**src/rtl/ssdl_pkg.sv**
```systemverilog
package ssdl_pkg;

    // ------------------------------------------------------------
    // register byte offsets (word aligned, classic wishbone)
    // ------------------------------------------------------------
    localparam logic [7:0] ADDR_MAC_TX_CFG = 8'h00; // mac transmit config
    localparam logic [7:0] ADDR_PHYA_EDPD = 8'h04; // phy a energy detect cfg
    localparam logic [7:0] ADDR_PHYA_CAP = 8'h08; // phy a low power capab.
    localparam logic [7:0] ADDR_PHYA_ADV = 8'h0C; // phy a low power advert
    localparam logic [7:0] ADDR_HARDWARE_CONFIG_REG = 8'h10; // hardware config
    localparam logic [7:0] ADDR_PHYB_SCSI = 8'h14; // phy b special ctrl/stat
    localparam logic [7:0] ADDR_PHYB_BCR = 8'h18; // phy b basic control
    localparam logic [7:0] ADDR_PHYB_ANADV = 8'h1C; // phy b negotiation adv.
    localparam logic [7:0] ADDR_PHYB_SMODE = 8'h20; // phy b special modes
    localparam logic [7:0] ADDR_STRAP_STAT = 8'h24; // raw sampled straps

    // ------------------------------------------------------------
    // field positions
    // ------------------------------------------------------------
    localparam int unsigned POS_MAC_EEE = 0; // mac transmit low power en
    localparam int unsigned POS_PHY_EEE = 0; // phy low power enable
    localparam int unsigned POS_EEE_100TX = 1; // 100base-tx eee cap / adv
    localparam int unsigned POS_HW_XOVER = 0; // crossover strap state
    localparam int unsigned POS_HW_DONE = 1; // strap load finished
    localparam int unsigned POS_XSEL = 15; // 1: registers, 0: straps
    localparam int unsigned POS_XAUTO = 14; // register auto crossover en
    localparam int unsigned POS_XMAN = 13; // register manual crossed
    localparam int unsigned POS_RATE = 13; // rate select lsb
    localparam int unsigned POS_AN = 12; // negotiation enable
    localparam int unsigned POS_DUP = 8; // duplex mode
    localparam int unsigned POS_ADV_10FD = 6; // 10base-t full duplex adv
    localparam int unsigned POS_ADV_10HD = 5; // 10base-t half duplex adv
    localparam int unsigned POS_MODE = 5; // mode field lsb, 3 bits

    // ------------------------------------------------------------
    // strap defaults and values after reset
    // ------------------------------------------------------------
    localparam logic RST_EEE = 1'b0; // pin driven strap, parked low
    localparam logic RST_AUTO_XOVER = 1'b1;
    localparam logic RST_MAN_XOVER = 1'b0;
    localparam logic RST_AN = 1'b1;
    localparam logic RST_SPEED = 1'b1;
    localparam logic RST_DUPLEX = 1'b1;
    localparam logic RST_XSEL = 1'b0; // straps steer crossover
    localparam logic [2:0] MODE_ALL_CAPABLE = 3'h7; // negotiation, all
    localparam logic [31:0] RD_ZERO = 32'h0000_0000;

    // ------------------------------------------------------------
    // loader sequencing
    // ------------------------------------------------------------
    typedef enum logic [1:0] {
        SSDL_LOAD = 2'b01, // first edge after reset release
        SSDL_RUN = 2'b10 // defaults held, bus open
    } ssdl_state_type;

endpackage : ssdl_pkg

```
**src/rtl/ssdl_loader.sv**
```systemverilog
`timescale 1ns/1ns
`default_nettype none

// Contract
// - eee strap sets port 1 mac default
// - port 1 eee strap ignored on fiber
// - eee strap sets three phy a bits
// - crossover strap defaults 1, sets status bit
// - strap select uses both crossover straps
// - manual strap low straight, high crossed
// - phy straps except duplex ignored while phy on fiber
// - negotiation strap defaults 1, sets enable
// - negotiation strap shapes adverts, mode
// - speed strap shapes rate, adverts, mode
// - duplex strap shapes duplex, 10fd, mode
module ssdl_loader (
    input wire logic clk,
    input wire logic rst_n,
    // strap levels, held stable around reset release
    input wire logic port1_low_power_ether_strap,
    input wire logic phy_b_auto_crossover_strap,
    input wire logic phy_b_manual_crossover_strap,
    input wire logic phy_b_negotiation_strap,
    input wire logic phy_b_rate_strap,
    input wire logic phy_b_duplex_strap,
    input wire logic phy_a_fiber_mode,
    input wire logic phy_b_fiber_mode,
    // classic wishbone slave
    input wire logic wb_cyc_i,
    input wire logic wb_stb_i,
    input wire logic wb_we_i,
    input wire logic [7:0] wb_adr_i,
    input wire logic [3:0] wb_sel_i,
    input wire logic [31:0] wb_dat_i,
    output logic [31:0] wb_dat_o,
    output logic wb_ack_o,
    // configuration handed to the port logic
    output logic mac_tx_low_power_enable,
    output logic phy_low_power_enable,
    output logic phy_negotiation_enable,
    output logic phy_rate_select_lsb,
    output logic mode_bit_a,
    output logic phy_b_auto_crossover,
    output logic phy_b_crossed,
    output logic load_done
);

    // ------------------------------------------------------------
    // helper functions
    // ------------------------------------------------------------

    // byte lane enables spread to a bit mask
    function automatic logic [31:0] lane_mask(input logic [3:0] sel);
        lane_mask = {{8{sel[3]}}, {8{sel[2]}}, {8{sel[1]}}, {8{sel[0]}}};
    endfunction : lane_mask

    // one writable bit: takes bus data when its lane is written
    function automatic logic wr_bit(
        input logic old,
        input logic hit,
        input logic [31:0] mask,
        input logic [31:0] data,
        input int unsigned pos
    );
        wr_bit = (hit && mask[pos]) ? data[pos] : old;
    endfunction : wr_bit

    // ------------------------------------------------------------
    // state and register declarations
    // ------------------------------------------------------------
    ssdl_pkg::ssdl_state_type state_ff; // loader sequencing
    ssdl_pkg::ssdl_state_type nxt_state;
    logic mac_eee_ff; // mac transmit low power enable
    logic phy_a_eee_ff; // phy a low power enable
    logic phy_a_cap_ff; // phy a 100tx eee capability, read only
    logic phy_a_adv_ff; // phy a 100tx eee advert
    logic xover_state_ff; // crossover strap state, read only
    logic man_xover_ff; // sampled manual crossover strap
    logic xsel_ff; // crossover control select
    logic xauto_ff; // register auto crossover enable
    logic xman_ff; // register manual crossed selection
    logic an_ff; // phy b negotiation enable
    logic rate_ff; // phy b rate select lsb
    logic dup_ff; // phy b duplex mode
    logic adv_10fd_ff; // phy b 10base-t full duplex advert
    logic adv_10hd_ff; // phy b 10base-t half duplex advert
    logic [2:0] mode_ff; // phy b mode field
    logic [7:0] strap_raw_ff; // raw strap snapshot for debug
    logic ack_ff; // wishbone acknowledge
    logic [31:0] dat_ff; // wishbone read data
    logic xover_auto_ff; // registered crossover outputs
    logic xover_cross_ff;

    // decoded defaults from the strap decoder
    logic mac_eee_dflt;
    logic phy_a_eee_dflt;
    logic auto_xover_dflt;
    logic man_xover_dflt;
    logic an_dflt;
    logic rate_dflt;
    logic dup_dflt;
    logic adv_10fd_dflt;
    logic adv_10hd_dflt;
    logic [2:0] mode_dflt;

    // bus decode
    logic loading; // defaults being loaded this cycle
    logic access; // new bus cycle accepted this edge
    logic wr_en; // accepted write
    logic [31:0] wmask; // byte lane mask of the write
    logic [31:0] rd_word; // read mux result
    logic nxt_cross; // crossover decision
    logic nxt_auto;

    // ------------------------------------------------------------
    // strap decoding
    // ------------------------------------------------------------
    ssdl_strap_decode u_decode (
        .eee_strap(port1_low_power_ether_strap),
        .auto_xover_strap(phy_b_auto_crossover_strap),
        .man_xover_strap(phy_b_manual_crossover_strap),
        .an_strap(phy_b_negotiation_strap),
        .speed_strap(phy_b_rate_strap),
        .duplex_strap(phy_b_duplex_strap),
        .phy_a_fiber(phy_a_fiber_mode),
        .phy_b_fiber(phy_b_fiber_mode),
        .mac_eee_dflt(mac_eee_dflt),
        .phy_a_eee_dflt(phy_a_eee_dflt),
        .auto_xover_dflt(auto_xover_dflt),
        .man_xover_dflt(man_xover_dflt),
        .an_dflt(an_dflt),
        .rate_dflt(rate_dflt),
        .dup_dflt(dup_dflt),
        .adv_10fd_dflt(adv_10fd_dflt),
        .adv_10hd_dflt(adv_10hd_dflt),
        .mode_dflt(mode_dflt)
    );

    // ------------------------------------------------------------
    // loader sequencing
    // ------------------------------------------------------------

    // straps are caught on the first edge after release, never
    // under the asynchronous reset itself
    always_comb begin
        case (state_ff)
            ssdl_pkg::SSDL_LOAD: nxt_state = ssdl_pkg::SSDL_RUN;
            ssdl_pkg::SSDL_RUN: nxt_state = ssdl_pkg::SSDL_RUN;
            default: nxt_state = ssdl_pkg::SSDL_LOAD;
        endcase
    end

    // state register
    always_ff @(posedge clk or negedge rst_n) begin
        if (!rst_n) begin
            state_ff <= ssdl_pkg::SSDL_LOAD;
        end else begin
            state_ff <= nxt_state;
        end
    end

    assign loading = (state_ff == ssdl_pkg::SSDL_LOAD);

    // ------------------------------------------------------------
    // wishbone slave
    // ------------------------------------------------------------

    // bus is held off while loading so a write cannot race the load
    assign access = wb_cyc_i && wb_stb_i && !ack_ff &&
                    (state_ff == ssdl_pkg::SSDL_RUN);
    assign wr_en = access && wb_we_i;
    assign wmask = lane_mask(wb_sel_i);

    // one wait state, ack drops the cycle after it is given
    always_ff @(posedge clk or negedge rst_n) begin
        if (!rst_n) begin
            ack_ff <= 1'b0;
        end else begin
            ack_ff <= access;
        end
    end

    // read mux; unmapped offsets and reserved bits read zero
    always_comb begin
        rd_word = ssdl_pkg::RD_ZERO;
        case (wb_adr_i)
            ssdl_pkg::ADDR_MAC_TX_CFG: begin
                rd_word[ssdl_pkg::POS_MAC_EEE] = mac_eee_ff;
            end
            ssdl_pkg::ADDR_PHYA_EDPD: begin
                rd_word[ssdl_pkg::POS_PHY_EEE] = phy_a_eee_ff;
            end
            ssdl_pkg::ADDR_PHYA_CAP: begin
                rd_word[ssdl_pkg::POS_EEE_100TX] = phy_a_cap_ff;
            end
            ssdl_pkg::ADDR_PHYA_ADV: begin
                rd_word[ssdl_pkg::POS_EEE_100TX] = phy_a_adv_ff;
            end
            ssdl_pkg::ADDR_HARDWARE_CONFIG_REG: begin
                rd_word[ssdl_pkg::POS_HW_XOVER] = xover_state_ff;
                rd_word[ssdl_pkg::POS_HW_DONE] = !loading;
            end
            ssdl_pkg::ADDR_PHYB_SCSI: begin
                rd_word[ssdl_pkg::POS_XSEL] = xsel_ff;
                rd_word[ssdl_pkg::POS_XAUTO] = xauto_ff;
                rd_word[ssdl_pkg::POS_XMAN] = xman_ff;
            end
            ssdl_pkg::ADDR_PHYB_BCR: begin
                rd_word[ssdl_pkg::POS_RATE] = rate_ff;
                rd_word[ssdl_pkg::POS_AN] = an_ff;
                rd_word[ssdl_pkg::POS_DUP] = dup_ff;
            end
            ssdl_pkg::ADDR_PHYB_ANADV: begin
                rd_word[ssdl_pkg::POS_ADV_10FD] = adv_10fd_ff;
                rd_word[ssdl_pkg::POS_ADV_10HD] = adv_10hd_ff;
            end
            ssdl_pkg::ADDR_PHYB_SMODE: begin
                rd_word[ssdl_pkg::POS_MODE +: 3] = mode_ff;
            end
            ssdl_pkg::ADDR_STRAP_STAT: begin
                rd_word[7:0] = strap_raw_ff;
            end
            default: begin
                rd_word = ssdl_pkg::RD_ZERO;
            end
        endcase
    end

    // read data captured with the ack so it comes from a flop
    always_ff @(posedge clk or negedge rst_n) begin
        if (!rst_n) begin
            dat_ff <= ssdl_pkg::RD_ZERO;
        end else if (access && !wb_we_i) begin
            dat_ff <= rd_word;
        end
    end

    assign wb_ack_o = ack_ff;
    assign wb_dat_o = dat_ff;

    // ------------------------------------------------------------
    // port 1 and phy a low power defaults
    // ------------------------------------------------------------

    // loaded once, then software owns the writable bits
    always_ff @(posedge clk or negedge rst_n) begin
        if (!rst_n) begin
            mac_eee_ff <= ssdl_pkg::RST_EEE;
            phy_a_eee_ff <= ssdl_pkg::RST_EEE;
            phy_a_cap_ff <= ssdl_pkg::RST_EEE;
            phy_a_adv_ff <= ssdl_pkg::RST_EEE;
        end else if (loading) begin
            mac_eee_ff <= mac_eee_dflt;
            phy_a_eee_ff <= phy_a_eee_dflt;
            phy_a_cap_ff <= phy_a_eee_dflt;
            phy_a_adv_ff <= phy_a_eee_dflt;
        end else begin
            // capability stays as loaded, it is read only
            mac_eee_ff <= wr_bit(mac_eee_ff,
                wr_en && wb_adr_i == ssdl_pkg::ADDR_MAC_TX_CFG,
                wmask, wb_dat_i, ssdl_pkg::POS_MAC_EEE);
            phy_a_eee_ff <= wr_bit(phy_a_eee_ff,
                wr_en && wb_adr_i == ssdl_pkg::ADDR_PHYA_EDPD,
                wmask, wb_dat_i, ssdl_pkg::POS_PHY_EEE);
            phy_a_adv_ff <= wr_bit(phy_a_adv_ff,
                wr_en && wb_adr_i == ssdl_pkg::ADDR_PHYA_ADV,
                wmask, wb_dat_i, ssdl_pkg::POS_EEE_100TX);
        end
    end

    // ------------------------------------------------------------
    // phy b crossover
    // ------------------------------------------------------------

    // strap state bits are read only; control bits are software's
    always_ff @(posedge clk or negedge rst_n) begin
        if (!rst_n) begin
            xover_state_ff <= ssdl_pkg::RST_AUTO_XOVER;
            man_xover_ff <= ssdl_pkg::RST_MAN_XOVER;
            xsel_ff <= ssdl_pkg::RST_XSEL;
            xauto_ff <= ssdl_pkg::RST_AUTO_XOVER;
            xman_ff <= ssdl_pkg::RST_MAN_XOVER;
        end else if (loading) begin
            xover_state_ff <= auto_xover_dflt;
            man_xover_ff <= man_xover_dflt;
            xsel_ff <= ssdl_pkg::RST_XSEL;
            xauto_ff <= auto_xover_dflt;
            xman_ff <= man_xover_dflt;
        end else begin
            xsel_ff <= wr_bit(xsel_ff,
                wr_en && wb_adr_i == ssdl_pkg::ADDR_PHYB_SCSI,
                wmask, wb_dat_i, ssdl_pkg::POS_XSEL);
            xauto_ff <= wr_bit(xauto_ff,
                wr_en && wb_adr_i == ssdl_pkg::ADDR_PHYB_SCSI,
                wmask, wb_dat_i, ssdl_pkg::POS_XAUTO);
            xman_ff <= wr_bit(xman_ff,
                wr_en && wb_adr_i == ssdl_pkg::ADDR_PHYB_SCSI,
                wmask, wb_dat_i, ssdl_pkg::POS_XMAN);
        end
    end

    // strap select: auto strap wins, else manual strap picks the
    // pair order; register select uses the control bits instead
    always_comb begin
        if (!xsel_ff) begin
            nxt_auto = xover_state_ff;
            nxt_cross = !xover_state_ff && man_xover_ff;
        end else begin
            nxt_auto = xauto_ff;
            nxt_cross = !xauto_ff && xman_ff;
        end
    end

    // crossover outputs registered; both low until loaded
    always_ff @(posedge clk or negedge rst_n) begin
        if (!rst_n) begin
            xover_auto_ff <= 1'b0;
            xover_cross_ff <= 1'b0;
        end else begin
            xover_auto_ff <= nxt_auto && !loading;
            xover_cross_ff <= nxt_cross && !loading;
        end
    end

    // ------------------------------------------------------------
    // phy b negotiation, speed and duplex
    // ------------------------------------------------------------

    // basic control bits
    always_ff @(posedge clk or negedge rst_n) begin
        if (!rst_n) begin
            an_ff <= ssdl_pkg::RST_AN;
            rate_ff <= ssdl_pkg::RST_SPEED;
            dup_ff <= ssdl_pkg::RST_DUPLEX;
        end else if (loading) begin
            an_ff <= an_dflt;
            rate_ff <= rate_dflt;
            dup_ff <= dup_dflt;
        end else begin
            an_ff <= wr_bit(an_ff,
                wr_en && wb_adr_i == ssdl_pkg::ADDR_PHYB_BCR,
                wmask, wb_dat_i, ssdl_pkg::POS_AN);
            rate_ff <= wr_bit(rate_ff,
                wr_en && wb_adr_i == ssdl_pkg::ADDR_PHYB_BCR,
                wmask, wb_dat_i, ssdl_pkg::POS_RATE);
            dup_ff <= wr_bit(dup_ff,
                wr_en && wb_adr_i == ssdl_pkg::ADDR_PHYB_BCR,
                wmask, wb_dat_i, ssdl_pkg::POS_DUP);
        end
    end

    // advert and mode bits
    always_ff @(posedge clk or negedge rst_n) begin
        if (!rst_n) begin
            adv_10fd_ff <= 1'b1;
            adv_10hd_ff <= 1'b1;
            mode_ff <= ssdl_pkg::MODE_ALL_CAPABLE;
        end else if (loading) begin
            adv_10fd_ff <= adv_10fd_dflt;
            adv_10hd_ff <= adv_10hd_dflt;
            mode_ff <= mode_dflt;
        end else begin
            adv_10fd_ff <= wr_bit(adv_10fd_ff,
                wr_en && wb_adr_i == ssdl_pkg::ADDR_PHYB_ANADV,
                wmask, wb_dat_i, ssdl_pkg::POS_ADV_10FD);
            adv_10hd_ff <= wr_bit(adv_10hd_ff,
                wr_en && wb_adr_i == ssdl_pkg::ADDR_PHYB_ANADV,
                wmask, wb_dat_i, ssdl_pkg::POS_ADV_10HD);
            if (wr_en && wb_adr_i == ssdl_pkg::ADDR_PHYB_SMODE &&
                wb_sel_i[0]) begin
                mode_ff <= wb_dat_i[ssdl_pkg::POS_MODE +: 3];
            end
        end
    end

    // ------------------------------------------------------------
    // raw strap snapshot
    // ------------------------------------------------------------

    // kept for bring-up: shows levels before fiber masking
    always_ff @(posedge clk or negedge rst_n) begin
        if (!rst_n) begin
            strap_raw_ff <= 8'h00;
        end else if (loading) begin
            strap_raw_ff <= {phy_b_fiber_mode, phy_a_fiber_mode,
                             phy_b_duplex_strap, phy_b_rate_strap,
                             phy_b_negotiation_strap,
                             phy_b_manual_crossover_strap,
                             phy_b_auto_crossover_strap,
                             port1_low_power_ether_strap};
        end
    end

    // ------------------------------------------------------------
    // outputs
    // ------------------------------------------------------------
    assign mac_tx_low_power_enable = mac_eee_ff;
    assign phy_low_power_enable = phy_a_eee_ff;
    assign phy_negotiation_enable = an_ff;
    assign phy_rate_select_lsb = rate_ff;
    assign mode_bit_a = dup_ff;
    assign phy_b_auto_crossover = xover_auto_ff;
    assign phy_b_crossed = xover_cross_ff;
    assign load_done = !loading;

endmodule : ssdl_loader

`default_nettype wire

```
**src/rtl/ssdl_strap_decode.sv**
```systemverilog
`timescale 1ns/1ns
`default_nettype none

// ------------------------------------------------------------
// turns raw strap levels into register defaults
// ------------------------------------------------------------
module ssdl_strap_decode (
    input wire logic eee_strap,
    input wire logic auto_xover_strap,
    input wire logic man_xover_strap,
    input wire logic an_strap,
    input wire logic speed_strap,
    input wire logic duplex_strap,
    input wire logic phy_a_fiber,
    input wire logic phy_b_fiber,
    output logic mac_eee_dflt,
    output logic phy_a_eee_dflt,
    output logic auto_xover_dflt,
    output logic man_xover_dflt,
    output logic an_dflt,
    output logic rate_dflt,
    output logic dup_dflt,
    output logic adv_10fd_dflt,
    output logic adv_10hd_dflt,
    output logic [2:0] mode_dflt
);

    // effective straps once fiber mode has masked them
    logic an_eff; // negotiation strap, forced off on fiber
    logic speed_eff; // speed strap, fiber always runs 100

    // fiber never negotiates eee, so eee stays off there
    assign mac_eee_dflt = eee_strap & ~phy_a_fiber;
    assign phy_a_eee_dflt = eee_strap & ~phy_a_fiber;

    // fiber leaves crossover straps at their plain defaults
    assign auto_xover_dflt = phy_b_fiber ?
                             ssdl_pkg::RST_AUTO_XOVER : auto_xover_strap;
    assign man_xover_dflt = phy_b_fiber ?
                            ssdl_pkg::RST_MAN_XOVER : man_xover_strap;

    assign an_eff = an_strap & ~phy_b_fiber;
    assign speed_eff = speed_strap | phy_b_fiber;

    assign an_dflt = an_eff;
    assign rate_dflt = speed_eff;
    assign dup_dflt = duplex_strap;
    // 10 mb half duplex offered when negotiating or forced to 10; full duplex also needs the duplex strap
    assign adv_10hd_dflt = an_eff | ~speed_eff;
    assign adv_10fd_dflt = (an_eff | ~speed_eff) & duplex_strap;
    // negotiation advertises everything, else forced speed/duplex
    assign mode_dflt = an_eff ? ssdl_pkg::MODE_ALL_CAPABLE :
                       {1'b0, speed_eff, duplex_strap};

endmodule : ssdl_strap_decode

`default_nettype wire

```
**config.mk**
```make
export PLATFORM = sky130hd
export DESIGN_NAME = ssdl_loader
export DESIGN_NICKNAME = d
export VERILOG_FILES = /design/src/rtl/ssdl_pkg.sv /design/src/rtl/ssdl_loader.sv /design/src/rtl/ssdl_strap_decode.sv
export SDC_FILE = /design/constraint.sdc
export NUM_CORES = 1
export LEC_CHECK = 0
export BUFFER_PORTS_ARGS = -buffer_cell sky130_fd_sc_hd__buf_2
export CAP_MARGIN = 20
export CORE_MARGIN = 2
export CORE_UTILIZATION = 43
export DETAILED_ROUTE_END_ITERATION = 6
export HOLD_SLACK_MARGIN = 0.12
export MAX_ROUTING_LAYER = met4
export PLACE_DENSITY = 0.76
export REMOVE_ABC_BUFFERS = 1
export SYNTH_ARGS = -nofsm -noshare
export SYNTH_HDL_FRONTEND = slang
export SYNTH_SLANG_ARGS = --single-unit
```
**constraint.sdc**
```tcl
create_clock -name clk -period 2.06 [get_ports clk]
set_input_delay 0.309 -clock clk [delete_from_list [all_inputs] [get_ports clk]]
set_output_delay 0.309 -clock clk [all_outputs]
set_load 0.01 [all_outputs]
```
==> results of run 1 <==
-- worst max-delay path, delay by kind of cell (launching register included) --
family	cells	cell delay, ps
flops	1	540
simple gates	3	540
mux	1	380
buf+inv	2	270
fa+ha+maj	1	180
-- placed cells by master (no fill, tap or decap), types with 8 or more instances in the layout --
cell and count:
mux2i_1 10, mux2_2 12, conb_1 19, a21oi_1 12, a22o_1 8, buf_2 54
inv_1 14, dfstp_2 11, buf_4 16, dfrtp_1 32, nor2_1 23
-- metrics by stage --
step	utilization, %	total power, uW
6_report	53.7	1680
5_1_grt	53.7	1760
4_1_cts	53.7	1700
3_5_place_dp	51.7	1150
3_3_place_gp	51.7	1140
2_1_floorplan	-	1030
-- sequential cells by signal (all words and copies together), names as in the netlist --
register / flops
phy_negotiation_enable: 1
phy_b_crossed: 1
phy_low_power_enable: 1
phy_a_adv_ff: 1
man_xover_ff: 1
wb_ack_o: 1
strap_raw_ff: 8
xsel_ff: 1
wb_dat_o: 13
phy_a_cap_ff: 1
xover_state_ff: 1
phy_b_auto_crossover: 1
mode_ff: 3
state_ff: 2
mac_tx_low_power_enable: 1
xman_ff: 1
adv_10hd_ff: 1
phy_rate_select_lsb: 1
xauto_ff: 1
mode_bit_a: 1
adv_10fd_ff: 1
-- power groups by stage --
stage	clock network, uW	registers (uW)	logic [uW]
3_3_place_gp	0	929	212
5_1_grt	600	919	242
3_5_place_dp	0	930	217
4_1_cts	565	914	219
6_report	552	914	218
2_1_floorplan	0	934	94.9
-- path summary, 6_finish.rpt --
kind / startpoint / slack [ps] / cells past startpoint / endpoint
setup / recovery: state_ff[0]$_DFF_PN1_ / 90 / 7 / mode_ff[0]$_DFFE_PN1P_
hold / removal: wb_dat_i[14] / 240 / 3 / xauto_ff$_DFFE_PN1P_
setup reg to reg: state_ff[0]$_DFF_PN1_ / 90 / 7 / mode_ff[0]$_DFFE_PN1P_
hold reg to reg: strap_raw_ff[2]$_DFFE_PN0P_ / 500 / 1 / wb_dat_o[2]$_DFFE_PN0P_
max in group asynchronous: rst_n / 1090 / 3 / adv_10hd_ff$_DFFE_PN1P_
min in group asynchronous: rst_n / 590 / 3 / state_ff[1]$_DFF_PN0_
-- cells by family (layout without fill, tap and decap cells) --
| kind of cell | Yosys count | count (layout) | synth area share [%] |
|---|---|---|---|
| compound gates | 37 | 37 | 10.9 |
| fa+ha+maj | 2 | 2 | 1.10 |
| buf+inv | 43 | 94 | 10.4 |
| flops | 43 | 43 | 47.9 |
| mux | 27 | 27 | 13.3 |
| other cells | 1 | 19 | 0.165 |
| simple gates | 61 | 61 | 16.2 |
-- routing by layer --
metal	up-vias	GRT usage (%)	share of wire, %
met4	0	5.45	1.7
met1	843	22.3	45
met5	-	-	0
met2	71	28.4	48
met3	8	3.88	5.7
li1	857	-	-
-- area by class of cell --
| class | instances | area [um2] |
|---|---|---|
| Inverter | 15 | 56.3 |
| Tap cell | 70 | 87.6 |
| Clock buffer | 5 | 68.8 |
| Sequential cell | 43 | 1090 |
| Clock inverter | 3 | 23.8 |
| Fill cell | 483 | 2360 |
| Timing Repair Buffer | 71 | 400 |
| Multi-Input combinational cell | 146 | 1020 |
-- repair_timing --
action                    CTS  global route
gates resized for setup     0             0
hold endpoints to repair   32             0
hold buffers                1             0
==> metrics.txt, run 1 <==
worst slew pin tran=526 ps; diode count=0; die footprint=0.00589 mm2; synth unique cells=39; total setup buffers inserted after CTS=0; Final Non-Filler Cells=353; HP Class=in2reg; Core Area=0.00511 mm2; setup TNS=0 ps; number of global-route vias before repair=1703; Synth warnings=0; period utilization=95.4%; CP max FO=9; synthesis-to-finish area growth=20.5%; chip width=76.8 um; final WL=4930 um; synth top area cells=dfrtp_1 (35%), dfstp_2 (13%), buf_4 (6.6%); layout cells sized above 1=39.6%; CP Capture Type=register; via count=1779; starting density of the core=44.6%; clk buf depth=2; slowest CP cell=dfstp_2; net switching share of the total power=27.2%; slew margin rel.=65.0%; Placed Cells=344; crit-path max cell delay=540 ps; post-synth top area share=35.2%; Post-Syn Instances=214; commonest cells in the synthesized netlist=dfrtp_1 (32), nor2_1 (23), buf_4 (20); post-synthesis sequential area ratio=47.9%; initial DRC count=80; post-DR wirelength/cell=14.0 um; endpoints failing hold=0; Startpoint Class=register; drt pass-1 iters=4; Avg Cell Area, Syn=10.6 um2; final setup violation count=0; CTS tree=yes; NumNets Final=341; final cell area excluding filler cells=0.00274 mm2; critical path arrival=2200 ps; WHS=243 ps; Max Clock Freq=509 MHz; synthesized area=0.00228 mm2; most frequent cell after synthesis=dfrtp_1; Static Leak=0.00132 uW; Final WS setup=94.4 ps; RSZ-0062 raised after global routing=false; worst path cell trace=inv_1 -> ha_1 -> nand4b_1 -> buf_4 -> nor4_1 -> nor2_1 -> mux2_2; Final ANT Viol Nets=0; Internal=1230 uW; Async SR Flop Fraction=100%; total CTS buffers=5; aggregate global routing overflow=0; CTS Root Cell=clkbuf_8; Final Max Tran Viols=0; first-pass GRT wire length=8000 um; crit path time final=1970 ps; sequential share of power=54.3%; Setup Slack @ Placement=-12.1 ps; initial antenna violation count=0; clock share of power=32.8%; #FFs+latches synth=43; largest net degree at the start of global routing=44; part of the power in combinational logic=12.9%; Num Clock Sinks=43; GP Congestion=0.832; CTS H-Tree Depth=2; Max Cap Viol=0; # rows=26; net switching power=458 uW; clk_lat worst skew=300 ps; Cell Pwr Density=614 mW/mm2; status=completed; Die Span Y=76.8 um; drc violations=0; GRT Total Usage=17.7%; Primary FF master, synth=dfrtp_1; DP Wirelength=3810 um; port buffer count=54; Post-synth EDFFs=0; placed inst area=0.00264 mm2; cell taking the most area after synthesis=dfrtp_1; Peak VDD IR=294 uV; critical path class=reg2reg; Fin Clk Skew=3.24 ps; CP required=2300 ps; IO Pins=98; vias per inst=5.04; Worst-path clk slew=90 ps
No activity file was read; power rests on OpenSTA's default activity.
==> run 2: changes to the inputs <==
--- a/config.mk
+++ b/config.mk
@@ -8,11 +8,12 @@
 export BUFFER_PORTS_ARGS = -buffer_cell sky130_fd_sc_hd__buf_2
 export CAP_MARGIN = 20
 export CORE_MARGIN = 2
-export CORE_UTILIZATION = 43
+export CORE_UTILIZATION = 44
+export CTS_BUF_LIST = sky130_fd_sc_hd__clkbuf_8
 export DETAILED_ROUTE_END_ITERATION = 6
 export HOLD_SLACK_MARGIN = 0.12
 export MAX_ROUTING_LAYER = met4
-export PLACE_DENSITY = 0.76
+export PLACE_DENSITY = 0.78
 export REMOVE_ABC_BUFFERS = 1
 export SYNTH_ARGS = -nofsm -noshare
 export SYNTH_HDL_FRONTEND = slang
==> run 2 against run 1 <==
  * Global-route usage rose by 0.39 points
  * Power increased by 0.13%
  * Clock power up 0.9%
  * Non-clock buffer count decreased by 2
  * Core utilization rose by 0.49 points
  * Flip-flop and latch count stayed put
  * Die area fell by 2.2%
  * Sequential share of layout area is 0.15 points higher
  * Largest power group unchanged
  * Worst hold slack got worse by 1.5 ps
==> metrics.txt, run 2 (same netlist as run 1, synthesis figures left out) <==
status=completed (unchanged); chip width=75.9 um (was 76.8 um); met1 WL=2230 um (was 2220 um); port buffer count=54 (unchanged); placed inst area=0.00263 mm2 (was 0.00264 mm2); initial DRC count=105 (was 80); CTS Root Cell=clkbuf_8 (unchanged); crit path time final=1930 ps (was 1970 ps); Startpoint Class=register (unchanged); # rows=26 (unchanged); via count=1781 (was 1779); Final Max Tran Viols=0 (unchanged); GP Congestion=0.875 (was 0.832); slew margin rel.=64.5% (was 65.0%); sequential share of power=54.2% (was 54.3%); vias per inst=5.07 (was 5.04); critical path arrival=2170 ps (was 2200 ps); Core Area=0.00504 mm2 (was 0.00511 mm2); Worst Hold Depth=3 (unchanged); CP Capture Type=register (unchanged); total CTS buffers=5 (unchanged); final cell area excluding filler cells=0.00273 mm2 (was 0.00274 mm2); uppermost layer routed=met4 (unchanged); Buf+Inv Stages, Crit Path=2 (unchanged); WHS Endpoint=xsel_ff$_DFFE_PN0P_ (was xauto_ff$_DFFE_PN1P_); drt pass-1 iters=4 (unchanged); NumNets Final=339 (was 341); Util after Layout=54.2% (was 53.7%); clock share of power=33.0% (was 32.8%); largest net degree at the start of global routing=44 (unchanged); number of global-route vias before repair=1671 (was 1703); met3 WL post-DR=332 um (was 282 um); Internal=1220 uW (was 1230 uW); HP Class=in2reg (unchanged); Static Leak=0.00131 uW (was 0.00132 uW); r2r setup slk=130 ps (was 90 ps); Max Cap Viol=0 (unchanged); Die Span Y=75.9 um (was 76.8 um); die footprint=0.00576 mm2 (was 0.00589 mm2); clk_lat worst skew=310 ps (was 300 ps); DP Wirelength=3740 um (was 3810 um); CTS tree=yes (unchanged); RSZ-0062 raised after global routing=false (unchanged); endpoints failing hold=0 (unchanged); FILL cells=462 (was 483); initial antenna violation count=0 (unchanged); Max Clock Freq=518 MHz (was 509 MHz); Worst-path clk slew=90 ps (about the same); Hold Startpoint=wb_dat_i[15] (was wb_dat_i[14]); aggregate global routing overflow=0 (unchanged); crit-path max cell delay=540 ps (about the same); worst path cell trace=inv_1 -> ha_1 -> nand4b_1 -> buf_4 -> nor4_2 -> nor2_1 -> mux2_4 (was inv_1 -> ha_1 -> nand4b_1 -> buf_4 -> nor4_1 -> nor2_1 -> mux2_2); CTS H-Tree Depth=2 (unchanged); WL met2=2250 um (was 2350 um); Final ANT Viol Nets=0 (unchanged); diode count=0 (unchanged); part of the power in combinational logic=12.7% (was 12.9%); first-pass GRT wire length=8010 um (was 8000 um); layout cells sized above 1=39.5% (was 39.6%); Power, Total=1690 uW (was 1680 uW); most frequent cells in the layout=buf_2 (54), dfrtp_1 (32), nor2_1 (23) (unchanged); IO Pins=98 (unchanged); commonest non-fill, non-tap cell in the layout=buf_2 (unchanged); drc violations=0 (unchanged); Final WS setup=129 ps (was 94.4 ps); net switching power=462 uW (was 458 uW); worst reg2reg path endpoint=mode_bit_a$_DFFE_PN1P_ (was mode_ff[0]$_DFFE_PN1P_); slowest CP cell=dfstp_2 (unchanged); Largest register FFs=13 (unchanged); worst slew pin tran=533 ps (was 526 ps); period utilization=93.7% (was 95.4%); worst r2r src=state_ff[0]$_DFF_PN1_ (unchanged); worst reg2reg path depth=7 (unchanged); critical path class=reg2reg (unchanged); starting density of the core=45.1% (was 44.6%); Fin Clk Skew=10.9 ps (was 3.24 ps); net switching share of the total power=27.4% (was 27.2%); Top Family by Delay on Critical Path=simple AND/OR/NAND/NOR gates (was flip-flops); post-DR wirelength/cell=13.9 um (was 14.0 um); clk buf depth=2 (unchanged); Peak VDD IR=300 uV (was 294 uV); synthesis-to-finish area growth=20.1% (was 20.5%); Cell Pwr Density=617 mW/mm2 (was 614 mW/mm2); GRT Total Usage=18.0% (was 17.7%); CP max FO=5 (was 9); Setup Slack @ Placement=-20.5 ps (was -12.1 ps); final WL=4870 um (was 4930 um); Num Clock Sinks=43 (unchanged); total setup buffers inserted after CTS=0 (unchanged); final setup violation count=0 (unchanged); CP required=2290 ps (was 2300 ps)
-- run 2: per-layer routing --
metal	GRT usage [%]	up-vias
met5	-	-
met2	27.9	70
met4	4.91	0
li1	-	852
met3	5.12	7
met1	23.5	852
-- run 2: through the flow --
| stage | instances | TNS (ps) | hold slack [ps] |
|---|---|---|---|
| after floorplan | 204 | -3.14 | 13.4 |
| after global placement | 342 | -16.9 | 403 |
| after detailed placement | 342 | -20.5 | 405 |
| after CTS | 351 | 0 | 240 |
| after global routing | 351 | 0 | 241 |
| final | 351 | 0 | 241 |
-- run 2: worst max path at each step --
stage,cells past startpoint,end,from,slack [ps]
floorplan,6,adv_10hd_ff$_DFFE_PN1P_,state_ff[0]$_DFF_PN1_,-3
global placement,5,adv_10hd_ff$_DFFE_PN1P_,wb_adr_i[5],-20
detailed placement,5,adv_10hd_ff$_DFFE_PN1P_,wb_adr_i[5],-20
CTS,7,mode_bit_a$_DFFE_PN1P_,state_ff[0]$_DFF_PN1_,110
global route,7,phy_a_adv_ff$_DFFE_PN0P_,state_ff[0]$_DFF_PN1_,10
finish,7,mode_bit_a$_DFFE_PN1P_,state_ff[0]$_DFF_PN1_,130
-- run 2: final cells by class --
type	count	area, um2	share of cell area (%)
multi-input cells	146	1020	37.4
inverters	15	56.3	2.06
clock inverters	3	23.8	0.870
clock buffers	5	68.8	2.52
repair buffers	69	385	14.1
flip-flops and latches	43	1090	39.9
well taps	70	87.6	3.21
-- run 2: worst register-to-register path, delay by kind of cell, from the launching register on --
family	cells	cell delay (ps)
simple gates	3	570
flops	1	540
mux	1	330
buf+inv	2	250
fa+ha+maj	1	180
-- run 2: power groups by stage --
| stage | sequential [uW] | clock, uW | combinational (uW) |
|---|---|---|---|
| after global routing | 919 | 605 | 240 |
| final | 914 | 557 | 215 |
| after CTS | 914 | 566 | 216 |
| after global placement | 928 | 0 | 209 |
| after detailed placement | 930 | 0 | 214 |
| after floorplan | 934 | 0 | 94.9 |
-- run 2: timing repair --
action | CTS | global route
endpoints found under the hold margin | 32 | 0
hold buffers | 1 | 0
resized for setup | 0 | 1
setup endpoints to repair | 0 | 1
==> run 3: changes to the inputs <==
--- a/config.mk
+++ b/config.mk
@@ -8,12 +8,12 @@
 export BUFFER_PORTS_ARGS = -buffer_cell sky130_fd_sc_hd__buf_2
 export CAP_MARGIN = 20
 export CORE_MARGIN = 2
-export CORE_UTILIZATION = 44
+export CORE_UTILIZATION = 45
 export CTS_BUF_LIST = sky130_fd_sc_hd__clkbuf_8
 export DETAILED_ROUTE_END_ITERATION = 6
 export HOLD_SLACK_MARGIN = 0.12
 export MAX_ROUTING_LAYER = met4
-export PLACE_DENSITY = 0.78
+export PLACE_DENSITY = 0.76
 export REMOVE_ABC_BUFFERS = 1
 export SYNTH_ARGS = -nofsm -noshare
 export SYNTH_HDL_FRONTEND = slang
==> constraint.sdc (replaced) <==
create_clock -name clk -period 2.15 [get_ports clk]
set_input_delay 0.3225 -clock clk [delete_from_list [all_inputs] [get_ports clk]]
set_output_delay 0.3225 -clock clk [all_outputs]
set_load 0.01 [all_outputs]
==> run 3 against run 2 <==
  * Highest routed layer unchanged
  * Final area fell by 0.14%
  * Sequential power fell by 4.2%
  * Combinational power fell by 5%
==> metrics.txt, run 3 (same netlist as run 1, synthesis figures left out) <==
commonest non-fill, non-tap cell in the layout=buf_2 (unchanged); critical path class=reg2out (was reg2reg); CP max FO=11 (was 5); aggregate global routing overflow=0 (unchanged); initial DRC count=68 (was 105); CP required=1830 ps (was 2290 ps); period utilization=91.7%; HP Class=in2reg (unchanged); synthesis-to-finish area growth=19.9% (was 20.1%); port buffer count=54 (unchanged); drc violations=0 (unchanged); via count=1744 (was 1781); Startpoint Class=register (unchanged); # rows=25 (was 26); chip width=75.1 um (was 75.9 um); Final Max Tran Viols=0 (unchanged); Max Clock Freq=507 MHz; vias per inst=5.04 (was 5.07); most frequent cells in the layout=buf_2 (54), dfrtp_1 (32), nor2_1 (23) (unchanged); slowest CP cell=dfstp_2 (unchanged); post-DR wirelength/cell=14.0 um (was 13.9 um); initial antenna violation count=0 (unchanged); Final ANT Viol Nets=0 (unchanged); Final Non-Filler Cells=346 (was 351); placed inst area=0.00261 mm2 (was 0.00263 mm2); Num Clock Sinks=43 (unchanged); setup TNS=0 ps (unchanged); drt pass-1 iters=4 (unchanged); IO Pins=98 (unchanged); Top Family by Delay on Critical Path=flip-flops (was simple AND/OR/NAND/NOR gates); layout cells sized above 1=38.7% (was 39.5%); Largest register FFs=13 (unchanged); die footprint=0.00564 mm2 (was 0.00576 mm2); Placed Cells=337 (was 342); largest net degree at the start of global routing=44 (unchanged); Core Area=0.00479 mm2 (was 0.00504 mm2); CP Capture Type=output port (was register); critical path arrival=1650 ps (was 2170 ps); Util after Layout=57.0% (was 54.2%); clk_lat worst skew=300 ps (was 310 ps); final WL=4860 um (was 4870 um); Cell Pwr Density=629 mW/mm2 (was 617 mW/mm2); CTS tree=yes (unchanged); Static Leak=0.00132 uW (was 0.00131 uW); Fin Clk Skew=3.80 ps (was 10.9 ps); crit path time final=1970 ps; diode count=0 (unchanged); NumNets Final=337 (was 339); Buf+Inv Stages, Crit Path=2 (unchanged); worst slew pin tran=540 ps (was 533 ps); first-pass GRT wire length=7850 um (was 8010 um); GRT Total Usage=19.4% (was 18.0%); endpoints failing hold=0 (unchanged); status=completed (unchanged); Die Span Y=75.1 um (was 75.9 um); clk buf depth=2 (unchanged); final cell area excluding filler cells=0.00273 mm2 (about the same); RSZ-0062 raised after global routing=false (unchanged); GP Congestion=0.792 (was 0.875); DP Wirelength=3690 um (was 3740 um); CTS Root Cell=clkbuf_8 (unchanged); total setup buffers inserted after CTS=0 (unchanged); total CTS buffers=5 (unchanged); CTS H-Tree Depth=2 (unchanged); number of global-route vias before repair=1626 (was 1671); Final WS setup=178 ps (was 129 ps); crit-path max cell delay=540 ps (about the same); Peak VDD IR=405 uV (was 300 uV); Worst-path clk slew=80 ps (was 90 ps); starting density of the core=47.6% (was 45.1%); final setup violation count=0 (unchanged); worst path cell trace=ha_1 -> inv_2 -> buf_2 (was inv_1 -> ha_1 -> nand4b_1 -> buf_4 -> nor4_2 -> nor2_1 -> mux2_4); Setup Slack @ Placement=67.3 ps (was -20.5 ps); slew margin rel.=64.0% (was 64.5%); Max Cap Viol=0 (unchanged)
run 3: path summary, 6_finish.rpt:
path / from / to / slack [ps] / cells after the start
setup / recovery: state_ff[0]$_DFF_PN1_ / load_done / 180 / 3
hold / removal: wb_dat_i[15] / xsel_ff$_DFFE_PN0P_ / 260 / 3
setup reg to reg: state_ff[0]$_DFF_PN1_ / mode_ff[0]$_DFFE_PN1P_ / 180 / 7
hold reg to reg: strap_raw_ff[4]$_DFFE_PN0P_ / wb_dat_o[4]$_DFFE_PN0P_ / 500 / 1
max in group asynchronous: rst_n / mode_ff[2]$_DFFE_PN1P_ / 1150 / 3
min in group asynchronous: rst_n / wb_dat_o[12]$_DFFE_PN0P_ / 620 / 3
run 3: what timing repair did:
action,in CTS,in global routing
endpoints found under the hold margin,32,0
hold buffers,1,0
resized for setup,0,0
setup endpoints to repair,0,0
run 3: metal layers:
metal  part of all wire (%)  track usage (%)  wire (um)
met2                     46             30.3       2240
met4                    1.2             5.56         59
met1                     47             25.3       2270
met3                    5.9             4.55        285
met5                      0                -          0
run 3: area by class of cell:
| type | count | area (um2) |
|---|---|---|
| Timing Repair Buffer | 67 | 370 |
| Tap cell | 67 | 83.8 |
| Clock inverter | 3 | 43.8 |
| Clock buffer | 5 | 68.8 |
| Inverter | 15 | 56.3 |
| Multi-Input combinational cell | 146 | 1020 |
| Fill cell | 444 | 2060 |
| Sequential cell | 43 | 1090 |
run 3: tightest hold or removal path, delay by kind of cell:
kind / cells / cell delay [ps]
muxes: 1 / 50
buffers and inverters: 1 / 80
and+or+nand+nor: 1 / 80
run 3: report_power, final:
| part | internal (uW) | switching [uW] |
|---|---|---|
| sequential | 853 | 22.8 |
| clock | 346 | 289 |
| combinational | 86.9 | 118 |
run 3: stage by stage:
stage               hold WS [ps]  power [uW]
detailed placement           420        1100
finish                       264        1720
global placement             421        1090
global route                 257        1790
CTS                          258        1740
floorplan                   26.9         986
